==> src/rtl/esp_pkg.sv <==
// Purpose: Shared constants and types for the enhanced serial port.
// Assumes: Single core clock; all port inputs synchronous to it.
// Notes: Mode codes follow the classic two-bit mode field.
package esp_pkg;

  localparam logic [1:0] ESP_MODE_SHIFT = 2'h0;
  localparam logic [1:0] ESP_MODE_UART8 = 2'h1;
  localparam logic [1:0] ESP_MODE_UART9 = 2'h2;
  localparam logic [1:0] ESP_MODE_FIXED = 2'h3;

  localparam logic [1:0] ESP_BAUD_TIMER1 = 2'h0;
  localparam logic [1:0] ESP_BAUD_BRG = 2'h1;

  localparam int ESP_SHIFT_DIV = 16;
  localparam int ESP_FIXED_DIV_SLOW = 32;
  localparam int ESP_FIXED_DIV_FAST = 16;
  localparam int ESP_OVS = 16;
  localparam int ESP_DATA_BITS = 8;
  localparam int ESP_FRAME8 = 10;
  localparam int ESP_FRAME9 = 11;
  localparam logic [3:0] ESP_OVS_MID = 4'h7;
  localparam logic [3:0] ESP_OVS_LAST = 4'hF;
  localparam logic [5:0] ESP_DIV_ZERO = 6'h00;
  localparam logic [3:0] ESP_BIT_ZERO = 4'h0;

  typedef struct packed {
    logic [1:0] mode;
    logic baud_sel;
    logic fixed_fast;
    logic rx_en;
    logic addr_en;
    logic tx_ninth_bit_flag;
    logic dbl_buf;
  } esp_ctrl_s;

  typedef struct packed {
    logic tx_done;
    logic rx_done;
    logic framing_err;
    logic overrun;
    logic rx_ninth_bit_flag;
  } esp_stat_s;

  typedef enum logic [2:0] {
    ESP_TX_IDLE = 3'b001,
    ESP_TX_SEND = 3'b010,
    ESP_TX_SHIFT = 3'b100
  } esp_tx_e;

  typedef enum logic [2:0] {
    ESP_RX_IDLE = 3'b001,
    ESP_RX_RECV = 3'b010,
    ESP_RX_SHIFT = 3'b100
  } esp_rx_e;

endpackage : esp_pkg

==> src/rtl/esp_serial_port.sv <==
// Purpose: Enhanced serial port, four modes, selectable baud source.
// Assumes: Baud ticks from timer 1 and the generator are 16x strobes.
// Notes: Control arrives as plain ports; flags clear by pulse inputs.
`timescale 1ns/1ps

// Behaviour
// - Four modes: shift, 8-bit, 9-bit, fixed
// - Baud from fixed divider, timer1, generator
// - No timer 2 baud source offered
// - Framing error, address match on rx_sr_q[9:2] (the data byte in 8-bit mode), double buffer, interrupts
// - Shift mode: data on rxd, clock on txd
// - Shift mode moves eight bits, LSB first
// - Shift mode rate is core clock over 16
// - 8-bit frame: start, eight data, stop
// - 8-bit receive stores stop bit as ninth
// - 8-bit mode rate from timer1 or generator
// - 9-bit frame: start, eight, ninth, stop
// - Transmitted ninth bit from control flag
module esp_serial_port
  import esp_pkg::*;
#(
  parameter int DATA_W = 8
) (
  // Clock and reset
  input wire logic core_clk,
  input wire logic rstn,
  // Control and baud ticks
  input wire esp_pkg::esp_ctrl_s ctrl,
  input wire logic [DATA_W-1:0] own_addr,
  input wire logic [DATA_W-1:0] addr_mask,
  input wire logic t1_ovf,
  input wire logic brg_tick,
  // Transmit request
  input wire logic tx_valid,
  input wire logic [DATA_W-1:0] tx_data,
  output logic tx_ready,
  // Receive data and flag clears
  output logic [DATA_W-1:0] rx_data,
  input wire logic clr_tx_done,
  input wire logic clr_rx_done,
  input wire logic clr_err,
  output esp_pkg::esp_stat_s stat,
  output logic irq,
  // Pins
  output logic txd,
  input wire logic rxd_i,
  output logic rxd_o,
  output logic rxd_oe
);
  import esp_pkg::*;

  localparam logic [5:0] DIV_SHIFT = 6'(ESP_SHIFT_DIV - 1);
  localparam logic [5:0] DIV_SLOW = 6'(ESP_FIXED_DIV_SLOW / ESP_OVS - 1);
  localparam logic [5:0] DIV_FAST = 6'(ESP_FIXED_DIV_FAST / ESP_OVS - 1);
  localparam logic [3:0] LAST8 = 4'(ESP_FRAME8 - 1);
  localparam logic [3:0] LAST9 = 4'(ESP_FRAME9 - 1);
  localparam logic [3:0] LAST_SH = 4'(ESP_DATA_BITS - 1);
  localparam logic [3:0] HALF_SH = 4'(ESP_SHIFT_DIV / 2 - 1);

  logic is_shift;
  logic is_nine;
  logic ovs_tick;
  logic [5:0] div_q;
  logic [3:0] sh_ph_q;
  logic sh_tick;
  logic [3:0] last_bit;

  assign is_shift = (ctrl.mode == ESP_MODE_SHIFT);
  assign is_nine = ctrl.mode[1];
  assign last_bit = is_nine ? LAST9 : LAST8;

  // Fixed divider for modes 2 and 3 fast/slow; timer 2 is never wired in
  always_ff @(posedge core_clk) begin
    if (!rstn || div_q == ESP_DIV_ZERO) begin
      div_q <= ctrl.fixed_fast ? DIV_FAST : DIV_SLOW;
    end else begin
      div_q <= div_q - 6'h01;
    end
  end

  // Oversample tick source by mode
  always_comb begin
    unique case (ctrl.mode)
      ESP_MODE_UART8: ovs_tick = ctrl.baud_sel ? brg_tick : t1_ovf;
      ESP_MODE_UART9: ovs_tick = (div_q == ESP_DIV_ZERO);
      ESP_MODE_FIXED: ovs_tick = (div_q == ESP_DIV_ZERO);
      default: ovs_tick = 1'b0;
    endcase
  end

  // Shift mode phase counter: one bit per 16 core clocks
  always_ff @(posedge core_clk) begin
    if (!rstn || !is_shift) begin
      sh_ph_q <= ESP_BIT_ZERO;
    end else begin
      sh_ph_q <= sh_ph_q + 4'h1;
    end
  end
  assign sh_tick = is_shift && (sh_ph_q == DIV_SHIFT[3:0]);

  // Transmitter
  esp_tx_e tx_st_q;
  logic [10:0] tx_sr_q;
  logic [3:0] tx_bit_q;
  logic [3:0] tx_ovs_q;
  logic [DATA_W-1:0] tx_hold_q;
  logic tx_hold_v_q;
  logic tx_end;
  logic tx_load;

  assign tx_ready = !tx_hold_v_q && (ctrl.dbl_buf || tx_st_q == ESP_TX_IDLE);
  // Shift mode starts on a phase wrap so the first clock low is full length
  assign tx_load = tx_st_q == ESP_TX_IDLE && tx_hold_v_q &&
                   (!is_shift || sh_tick);
  assign tx_end = (tx_st_q == ESP_TX_SEND && ovs_tick &&
                   tx_ovs_q == ESP_OVS_LAST && tx_bit_q == last_bit) ||
                  (tx_st_q == ESP_TX_SHIFT && sh_tick && tx_bit_q == LAST_SH);

  // Holding register gives double buffering when enabled
  always_ff @(posedge core_clk) begin
    if (!rstn) begin
      tx_hold_v_q <= 1'b0;
      tx_hold_q <= '0;
    end else if (tx_valid && tx_ready) begin
      tx_hold_v_q <= 1'b1;
      tx_hold_q <= tx_data;
    end else if (tx_load) begin
      tx_hold_v_q <= 1'b0;
    end
  end

  always_ff @(posedge core_clk) begin
    if (!rstn) begin
      tx_st_q <= ESP_TX_IDLE;
      tx_sr_q <= '1;
      tx_bit_q <= ESP_BIT_ZERO;
      tx_ovs_q <= 4'h0;
    end else begin
      unique case (tx_st_q)
        ESP_TX_IDLE: begin
          if (tx_load && is_shift) begin
            tx_sr_q <= {3'h7, tx_hold_q};
            tx_bit_q <= ESP_BIT_ZERO;
            tx_st_q <= ESP_TX_SHIFT;
          end else if (tx_load) begin
            // Stop, ninth (or stop again), data LSB first, start low
            tx_sr_q <= {1'b1, is_nine ? ctrl.tx_ninth_bit_flag : 1'b1,
                        tx_hold_q, 1'b0};
            tx_bit_q <= ESP_BIT_ZERO;
            tx_ovs_q <= 4'h0;
            tx_st_q <= ESP_TX_SEND;
          end
        end
        ESP_TX_SEND: begin
          if (ovs_tick) begin
            tx_ovs_q <= tx_ovs_q + 4'h1;
            if (tx_ovs_q == ESP_OVS_LAST) begin
              tx_sr_q <= {1'b1, tx_sr_q[10:1]};
              tx_bit_q <= tx_bit_q + 4'h1;
              if (tx_end) tx_st_q <= ESP_TX_IDLE;
            end
          end
        end
        ESP_TX_SHIFT: begin
          if (sh_tick) begin
            tx_sr_q <= {1'b1, tx_sr_q[10:1]};
            tx_bit_q <= tx_bit_q + 4'h1;
            if (tx_end) tx_st_q <= ESP_TX_IDLE;
          end
        end
      endcase
    end
  end

  // Receiver
  esp_rx_e rx_st_q;
  logic [9:0] rx_sr_q;
  logic [3:0] rx_bit_q;
  logic [3:0] rx_ovs_q;
  logic rx_end;
  logic rx_stop;
  logic rx_ninth;
  logic addr_hit;

  assign rx_stop = rxd_i;
  assign rx_ninth = is_nine ? rx_sr_q[9] : rx_stop;
  assign addr_hit = ((rx_sr_q[9:2] ^ own_addr) & addr_mask) == '0;

  // Shift-mode data pin is driven only while a transmit is under way
  assign rxd_oe = (tx_st_q == ESP_TX_SHIFT);
  assign rxd_o = tx_sr_q[0];
  assign txd = is_shift ? !(rx_st_q == ESP_RX_SHIFT || rxd_oe) ||
               (sh_ph_q > HALF_SH) : tx_sr_q[0];

  always_ff @(posedge core_clk) begin
    if (!rstn) begin
      rx_st_q <= ESP_RX_IDLE;
      rx_sr_q <= '0;
      rx_bit_q <= ESP_BIT_ZERO;
      rx_ovs_q <= 4'h0;
      rx_end <= 1'b0;
    end else begin
      rx_end <= 1'b0;
      unique case (rx_st_q)
        ESP_RX_IDLE: begin
          rx_bit_q <= ESP_BIT_ZERO;
          rx_ovs_q <= 4'h0;
          if (ctrl.rx_en && is_shift && !stat.rx_done && sh_tick) begin
            rx_st_q <= ESP_RX_SHIFT;
          end else if (ctrl.rx_en && !is_shift && !rxd_i) begin
            rx_st_q <= ESP_RX_RECV;
          end
        end
        ESP_RX_RECV: begin
          if (ovs_tick) begin
            rx_ovs_q <= rx_ovs_q + 4'h1;
            if (rx_ovs_q == ESP_OVS_MID) begin
              if (rx_bit_q == ESP_BIT_ZERO && rxd_i) begin
                rx_st_q <= ESP_RX_IDLE; // false start
              end else if (rx_bit_q == last_bit) begin
                rx_end <= 1'b1;
                rx_st_q <= ESP_RX_IDLE;
              end else begin
                if (rx_bit_q != ESP_BIT_ZERO) begin
                  rx_sr_q <= {rxd_i, rx_sr_q[9:1]};
                end
                rx_bit_q <= rx_bit_q + 4'h1;
              end
            end
          end
        end
        ESP_RX_SHIFT: begin
          if (sh_tick) begin
            rx_sr_q <= {rxd_i, rx_sr_q[9:1]};
            rx_bit_q <= rx_bit_q + 4'h1;
            if (rx_bit_q == LAST_SH) begin
              rx_end <= 1'b1;
              rx_st_q <= ESP_RX_IDLE;
            end
          end
        end
      endcase
    end
  end

  // Framing and character acceptance; the stop bit is sampled in the cycle before rx_end
  logic [DATA_W-1:0] rx_byte;
  logic rx_stop_q;
  logic accept;
  logic end_ok;
  always_ff @(posedge core_clk) begin
    if (!rstn) rx_stop_q <= 1'b1;
    else if (rx_st_q == ESP_RX_RECV && rx_bit_q == last_bit) rx_stop_q <= rxd_i;
  end
  assign rx_byte = is_shift ? rx_sr_q[9:2] : (is_nine ? rx_sr_q[8:1] :
                   rx_sr_q[9:2]);
  // Outside shift mode, address mode takes only frames whose ninth bit is set and whose rx_sr_q[9:2] matches
  assign end_ok = !ctrl.addr_en || is_shift ||
                  (rx_ninth && addr_hit);
  assign accept = rx_end && end_ok && (!stat.rx_done || ctrl.dbl_buf);

  // Flags: hardware set wins over a clear in the same cycle
  always_ff @(posedge core_clk) begin
    if (!rstn) begin
      stat <= '0;
      rx_data <= '0;
    end else begin
      if (tx_end) stat.tx_done <= 1'b1;
      else if (clr_tx_done) stat.tx_done <= 1'b0;
      if (accept) stat.rx_done <= 1'b1;
      else if (clr_rx_done) stat.rx_done <= 1'b0;
      if (rx_end && !is_shift && !rx_stop_q) stat.framing_err <= 1'b1;
      else if (clr_err) stat.framing_err <= 1'b0;
      if (rx_end && end_ok && stat.rx_done && !clr_rx_done) begin
        stat.overrun <= 1'b1;
      end else if (clr_err) begin
        stat.overrun <= 1'b0;
      end
      if (accept) begin
        rx_data <= rx_byte;
        stat.rx_ninth_bit_flag <= is_shift ? 1'b0 :
                                  (is_nine ? rx_sr_q[9] : rx_stop_q);
      end
    end
  end

  always_ff @(posedge core_clk) begin
    if (!rstn) irq <= 1'b0;
    else irq <= stat.tx_done || stat.rx_done;
  end

endmodule : esp_serial_port

==> config.mk <==
export PLATFORM = sky130hd
export DESIGN_NAME = esp_serial_port
export DESIGN_NICKNAME = d
export VERILOG_FILES = /design/src/rtl/esp_pkg.sv /design/src/rtl/esp_serial_port.sv
export SDC_FILE = /design/constraint.sdc
export NUM_CORES = 1
export LEC_CHECK = 0
export ABC_CLOCK_PERIOD_IN_PS = 2300
export BUFFER_PORTS_ARGS = -buffer_cell sky130_fd_sc_hd__buf_2
export CAP_MARGIN = 20
export CORE_MARGIN = 2
export CORE_UTILIZATION = 35
export DETAILED_ROUTE_END_ITERATION = 10
export PLACE_DENSITY = 0.58
export SLEW_MARGIN = 40
export SYNTH_ARGS = -nofsm -noshare
export SYNTH_HDL_FRONTEND = slang
export SYNTH_SLANG_ARGS = --single-unit
==> constraint.sdc <==
create_clock -name core_clk -period 2.3 [get_ports core_clk]
set_input_delay 0.115 -clock core_clk [delete_from_list [all_inputs] [get_ports core_clk]]
set_output_delay 0.115 -clock core_clk [all_outputs]
set_load 0.02 [all_outputs]
==> metrics, run 1 <==
multi-input logic area=0.00218 sq mm; Min Hold Slack=0.0101 ns; initial antenna violation count=0; Post-synth ARST share=0%; prevailing post-synth register cell=dfxtp_1; Nets=552; sw frac=31.2%; Mapped Nets=485; crit path capture type=flop; drt first pass iters=4; clock insertion delay at the later pin of the skew report=0.35 ns; placed wire-length estimate=6910 microns; Layout Utilization=42.5%; root buffer cell=clkbuf_8; CTS tree=yes; row count=38; Worst EP required=2.58 ns; Synth Register Bits=76; # diodes=0; Antenna Violating Nets Remaining=0; area delta synth->final=18.7%; Clock Power Share=30.7%; Max FO, Critical Path=9; Mean Syn Cell Area=8.87 sq um; RSZ-0062 raised after global routing=no; Worst Path Arrival=2.44 ns; Int Pwr=0.00243 W; pwr/cell area=771 mW/mm^2; max-slew violation count=0; synth unique cells=65; CTS clk-pin slew, worst paths=0.08 ns; die span in x=109 microns; final clock skew=0.00976 ns; Startpoint Class=flop; global route total overflow=0; Routed WL=9320 microns; Slew @ Worst Pin=0.527 ns; switching pwr=0.00110 W; initial core utilization=35.8%; Flop pwr share=44.4%; YS warnings=0; setup tns final=0 ns; vias=3325; Slew headroom=64.7%; routed wire length per instance=14.4 microns; Num CTS Buffers=9; via/cell ratio=5.14; pin count of the biggest net entering global routing=50; Max Clk Rate=464 MHz; Syn Inst Count=436; 1st-iter DRT viols=160; worst hold path class=primary input to flop; top-level port count=59; fillcell total=1106; core area=0.0108 sq mm; Lkg Pwr=1.92 nW; number of global-route vias before repair=3271; crit share post-route=93.7%; max cap viols=0; VDD IR max=0.375 mV; die height=109 microns; post-synthesis cell area=0.00387 sq mm; Final Hold Viols=0; first-pass GRT wire length=15000 microns; Crit Path Category=flop to flop; H-tree depth=3; setup violators final=0; storage element area=0.00152 sq mm; Port Buf Inserts=58; combinational share of power=25.0%; min cycle time layout=2.15 ns; DRC viols=0; all-layer global routing usage=16.3%; clock sinks=76; CTS max path bufs=2; Post-synth EDFFs=0; Die Footprint=0.0119 sq mm; register area share after synthesis=39.4%; share of layout cells above drive strength 1=21.1%; GP Congestion=0.808; status=complete, no violations
==> registers in the layout (all words and copies together) (netlist names) <==
register / cells
sh_ph_q: 4
div_q: 6
tx_sr_q: 10
tx_bit_q: 4
rx_st_q: 3
rx_ovs_q: 4
rx_stop_q: 1
rx_sr_q: 9
tx_hold_q: 8
tx_ovs_q: 4
rx_end: 1
irq: 1
rx_data: 8
tx_hold_v_q: 1
stat: 5
tx_st_q: 3
rx_bit_q: 4
==> power groups by stage <==
stage	logic [W]	clock network (W)	registers [W]
floorplan	0.000663	0	0.00157
global placement	0.000852	0	0.00160
detailed placement	0.000872	0	0.00160
CTS	0.000888	0.00112	0.00157
global route	0.000987	0.00117	0.00159
finish	0.000884	0.00108	0.00157
==> cells in the final DEF (no fill, tap or decap), drive strengths merged, types with 6 or more instances in the layout <==
cell type / count
nand2: 55
nor3: 9
or3: 6
buf: 68
o21ai: 20
nand3: 12
dfxtp: 76
dlygate4sd3: 7
mux2: 9
a2111oi: 9
a21oi: 19
ha: 8
nor2: 49
inv: 18
clkbuf: 10
o211ai: 6
mux2i: 38
a211o: 7
xor2: 12
==> critical path, cell delays in order (launching register included) <==
cell,delay (ns)
dfxtp_1,0.31
inv_1,0.12
ha_1,0.16
nor2b_1,0.24
a32o_1,0.35
o211ai_2,0.22
a21oi_1,0.25
buf_4,0.25
mux2i_1,0.20
==> cell type report <==
| type | instances | share of cell area (%) |
|---|---|---|
| timing repair buffer | 75 | 9.48 |
| sequential | 76 | 33.1 |
| multi-input combinational | 322 | 47.5 |
| clock inverter | 5 | 1.69 |
| inverter | 19 | 1.55 |
| clock buffer | 10 | 2.78 |
| tap | 140 | 3.82 |
==> what timing repair did <==
action                                 4_1_cts  5_1_grt
resized for setup                            0        0
setup buffers                                0        0
hold buffers                                 7        0
endpoints found under the hold margin        7        0
==> Yosys cell counts (4+ instances only) <==
| cell | number | area share, % |
|---|---|---|
| xor2_1 | 12 | 2.7 |
| xnor2_1 | 5 | 1.1 |
| o21ai_0 | 19 | 2.5 |
| nand3b_1 | 4 | 0.78 |
| dfxtp_1 | 76 | 39 |
| nand3_1 | 12 | 1.6 |
| nor3b_1 | 4 | 0.78 |
| nand2_1 | 55 | 5.3 |
| a211o_1 | 7 | 1.6 |
| o211ai_1 | 5 | 0.97 |
| inv_1 | 18 | 1.7 |
| clkbuf_1 | 9 | 0.87 |
| or3_1 | 6 | 0.97 |
| a21oi_1 | 19 | 2.5 |
| nor2_1 | 49 | 4.8 |
| buf_2 | 7 | 0.91 |
| ha_1 | 8 | 2.6 |
| a2111oi_0 | 7 | 1.6 |
| nor3_1 | 7 | 0.91 |
| mux2_2 | 9 | 2.6 |
| mux2i_1 | 38 | 9.8 |
==> layer usage <==
layer	track usage (%)	vias to the layer above	routed length [microns]
met2	27.2	76	4240
met4	5.22	0	91
met3	3.83	10	455
met5	0	-	0
li1	-	1687	-
met1	20.6	1552	4540
==> final timing paths <==
check	startpoint	to	slack, ns	cells after the start
max reg2reg	div_q[0]$_DFF_P_	rx_sr_q[7]$_SDFFE_PN0P_	0.15	8
min	tx_data[7]	tx_hold_q[7]$_SDFFE_PN0P_	0.01	3
min reg2reg	sh_ph_q[0]$_SDFF_PP0_	sh_ph_q[0]$_SDFF_PP0_	0.45	1
max	div_q[0]$_DFF_P_	rx_sr_q[7]$_SDFFE_PN0P_	0.15	8
==> stage by stage <==
step	cell area (sq um)	power, W	instances	worst slack [ns]
after CTS	4590	0.00357	647	0.165
after global routing	4590	0.00375	647	0.0168
after detailed placement	4320	0.00247	625	0.210
final	4590	0.00354	647	0.146
after floorplan	3870	0.00224	436	0.375
after global placement	4320	0.00245	625	0.285
==> logic make-up after synthesis <==
logic type      share of synthesized area (%)
fa+ha+maj                                2.59
simple gates                             21.2
flops                                    39.4
compound gates                           16.3
mux                                      12.5
xor+xnor                                 3.85
buf+inv                                  4.21
(Power assumes the default switching activity.)
==> run 2, diff against run 1 <==
--- a/config.mk
+++ b/config.mk
@@ -9,9 +9,9 @@
 export BUFFER_PORTS_ARGS = -buffer_cell sky130_fd_sc_hd__buf_2
 export CAP_MARGIN = 20
 export CORE_MARGIN = 2
-export CORE_UTILIZATION = 35
+export CORE_UTILIZATION = 45
 export DETAILED_ROUTE_END_ITERATION = 10
-export PLACE_DENSITY = 0.58
+export PLACE_DENSITY = 0.7
 export SLEW_MARGIN = 40
 export SYNTH_ARGS = -nofsm -noshare
 export SYNTH_HDL_FRONTEND = slang
==> run 2 against run 1 <==
Count of clock-buffer cells in the layout is the same. Largest cell class unchanged. Via count up 2.9%. Non-clock buffer count up 7. Register-to-register slack gained 0.08 ns. Sequential power is essentially flat. Power rose by 3.4%. Sequential cell count did not move. Worst hold slack improved by 0.018 ns. Maximum frequency rose by 4.0%. Clock skew increased by 0.0067 ns. Setup slack gained 0.082 ns. Design area increased by 1.3%.
==> metrics, run 2 (synthesis gave the netlist of run 1 again) <==
first-pass GRT wire length=15900 microns (+5.4%); drt first pass iters=5 (+1); most frequent cells in the layout=76 x dfxtp_1, 58 x buf_2, 55 x nand2_1; DRC viols=0 (unchanged); number of flip-flops in the largest register=10 (unchanged); Placed Cells=594 (-5.0%); Lkg Pwr=1.97 nW (+2.5%); vias=3423 (+2.9%); die height=96.7 microns (-11%); dpl ws=0.136 ns (-0.0742 ns); GP Congestion=0.878 (+8.8%); initial antenna violation count=0 (unchanged); placed wire-length estimate=6690 microns (-3.1%); VDD IR max=0.353 mV (-5.9%); Worst Path Arrival=2.33 ns (-0.11 ns); number of global-route vias before repair=3361 (+2.8%); min cycle time layout=2.07 ns (-0.0822 ns); Max Clk Rate=483 MHz (+4.0%); H-tree depth=3 (unchanged); crit path capture type=flop; Routed WL=9270 microns (-0.61%); status=complete, no violations; share of layout cells above drive strength 1=22.3% (+1.2 points); Worst EP required=2.56 ns (-0.02 ns); crit share post-route=90.1% (-3.6 points); Antenna Violating Nets Remaining=0 (unchanged); Startpoint Class=flop; GR Layer Usage met2=33.3% (+6.1 points); layer with the highest usage=met2; die span in x=96.7 microns (-11%); registers with the most flip-flops=tx_sr_q: 10 flops, rx_sr_q: 9 flops; max cap viols=0 (unchanged); row count=33 (-13%); 1st-iter DRT viols=129 (-19%); critical-path cell list=inv_1 > ha_1 > nor2b_1 > a32o_1 > o211ai_2 > nand4bb_4 > a2111oi_2; Reg with most FFs=tx_sr_q; setup violators final=0 (unchanged); fillcell total=763 (-31%); CTS tree=yes; leading cell type in the layout, fill and taps excluded=dfxtp_1; critical path's largest stage delay=0.37 ns (+0.02 ns); setup tns final=0 ns (unchanged); slowest CP cell=a2111oi_2; CTS clk-pin slew, worst paths=0.09 ns (about the same); Max FO, Critical Path=8 (-1); Num CTS Buffers=9 (unchanged); clock insertion delay at the later pin of the skew report=0.36 ns (about the same); pwr/cell area=787 mW/mm^2 (+2.1%); storage element area=0.00152 sq mm (unchanged); CTS max path bufs=2 (unchanged); area delta synth->final=20.2%; Crit Path Category=flop to flop; pin count of the biggest net entering global routing=50 (unchanged); multi-input logic area=0.00219 sq mm (+0.23%); core area=0.00826 sq mm (-23%); final clock skew=0.0165 ns (+0.00672 ns); Power Total=0.00366 W (+3.4%); root buffer cell=clkbuf_8; all-layer global routing usage=20.5% (+4.2 points); routed wire length per instance=14.9 microns (+3.7%); Port Buf Inserts=58 (unchanged); grt met3 use=4.55% (+0.73 points); Final Hold Viols=0 (unchanged); # diodes=0 (unchanged); RSZ-0062 raised after global routing=no; Die Footprint=0.00935 sq mm (-21%); max-slew violation count=0 (unchanged); final setup margin=0.228 ns (+0.0822 ns); Slew @ Worst Pin=0.513 ns (-0.0137 ns); GR Util met1=27.1% (+6.5 points); clock sinks=76 (unchanged); fin cells=620 (-4.2%); top-level port count=59 (unchanged); Nets=559 (+1.3%); via/cell ratio=5.52 (+7.4%); Slew headroom=65.8% (+1.1 points); global route total overflow=0 (unchanged); worst hold path class=primary input to flop; initial core utilization=46.8% (+11 points)
[run 2: cell count changes in the layout (fill, tap and decap cells not counted)]
cell           delta
buf_12            +1
clkinv_2          -2
inv_6             +2
clkbuf_8          +1
nand3_1           -1
dlygate4sd3_1     +2
clkbuf_1          -1
buf_4             +4
clkinv_4          +1
nand3_2           +1
[run 2: path summary, 6_finish.rpt]
kind / from / end / slack, ns / depth (start not counted)
worst min-delay path: clr_rx_done / stat[3]$_SDFFE_PN0P_ / 0.03 / 3
worst max register to register: div_q[0]$_DFF_P_ / rx_st_q[1]$_SDFFE_PN0P_ / 0.23 / 7
worst max-delay path: div_q[0]$_DFF_P_ / rx_st_q[1]$_SDFFE_PN0P_ / 0.23 / 7
worst min register to register: sh_ph_q[0]$_SDFF_PP0_ / sh_ph_q[0]$_SDFF_PP0_ / 0.46 / 1
[run 2: report_power, final]
group          switching (W)  internal, W  leakage (nW)
logic               0.000507     0.000389          1.24
registers           0.000117      0.00146         0.620
clock network       0.000539     0.000650         0.113
[run 2: layout make-up]
class / instances / area share, %
repair buffers: 82 / 10.9
clock inverters: 6 / 2.02
clock buffers: 10 / 2.96
multi-input cells: 322 / 47.1
flip-flops and latches: 76 / 32.7
inverters: 19 / 1.53
well taps: 105 / 2.83
[run 2: layer usage]
layer | wire, microns | part of all wire [%]
met1 | 4340 | 47
met2 | 4350 | 47
met3 | 418 | 4.5
met4 | 152 | 1.6
met5 | 0 | 0
[run 2: timing repair]
action	CTS	global route
hold buffers	9	0
hold endpoints to repair	9	0
endpoints found under the setup margin	0	8
buffers inserted	0	1
gates resized for setup	0	1
[run 2: through the flow]
step	area, sq um	utilization (%)	hold slack [ns]
floorplan	3870	-	0.205
global placement	4300	52.1	0.314
detailed placement	4300	52.1	0.320
CTS	4620	56.0	0.0242
global route	4650	56.3	0.0531
finish	4650	56.3	0.0280
[run 2: worst max-delay path, delay by kind of cell (launching register included)]
family,cells,cell delay [ns]
AOI/OAI and AO/OA,3,0.92
adders and majority gates,1,0.16
buffers and inverters,1,0.11
DFF,1,0.32
and+or+nand+nor,2,0.46
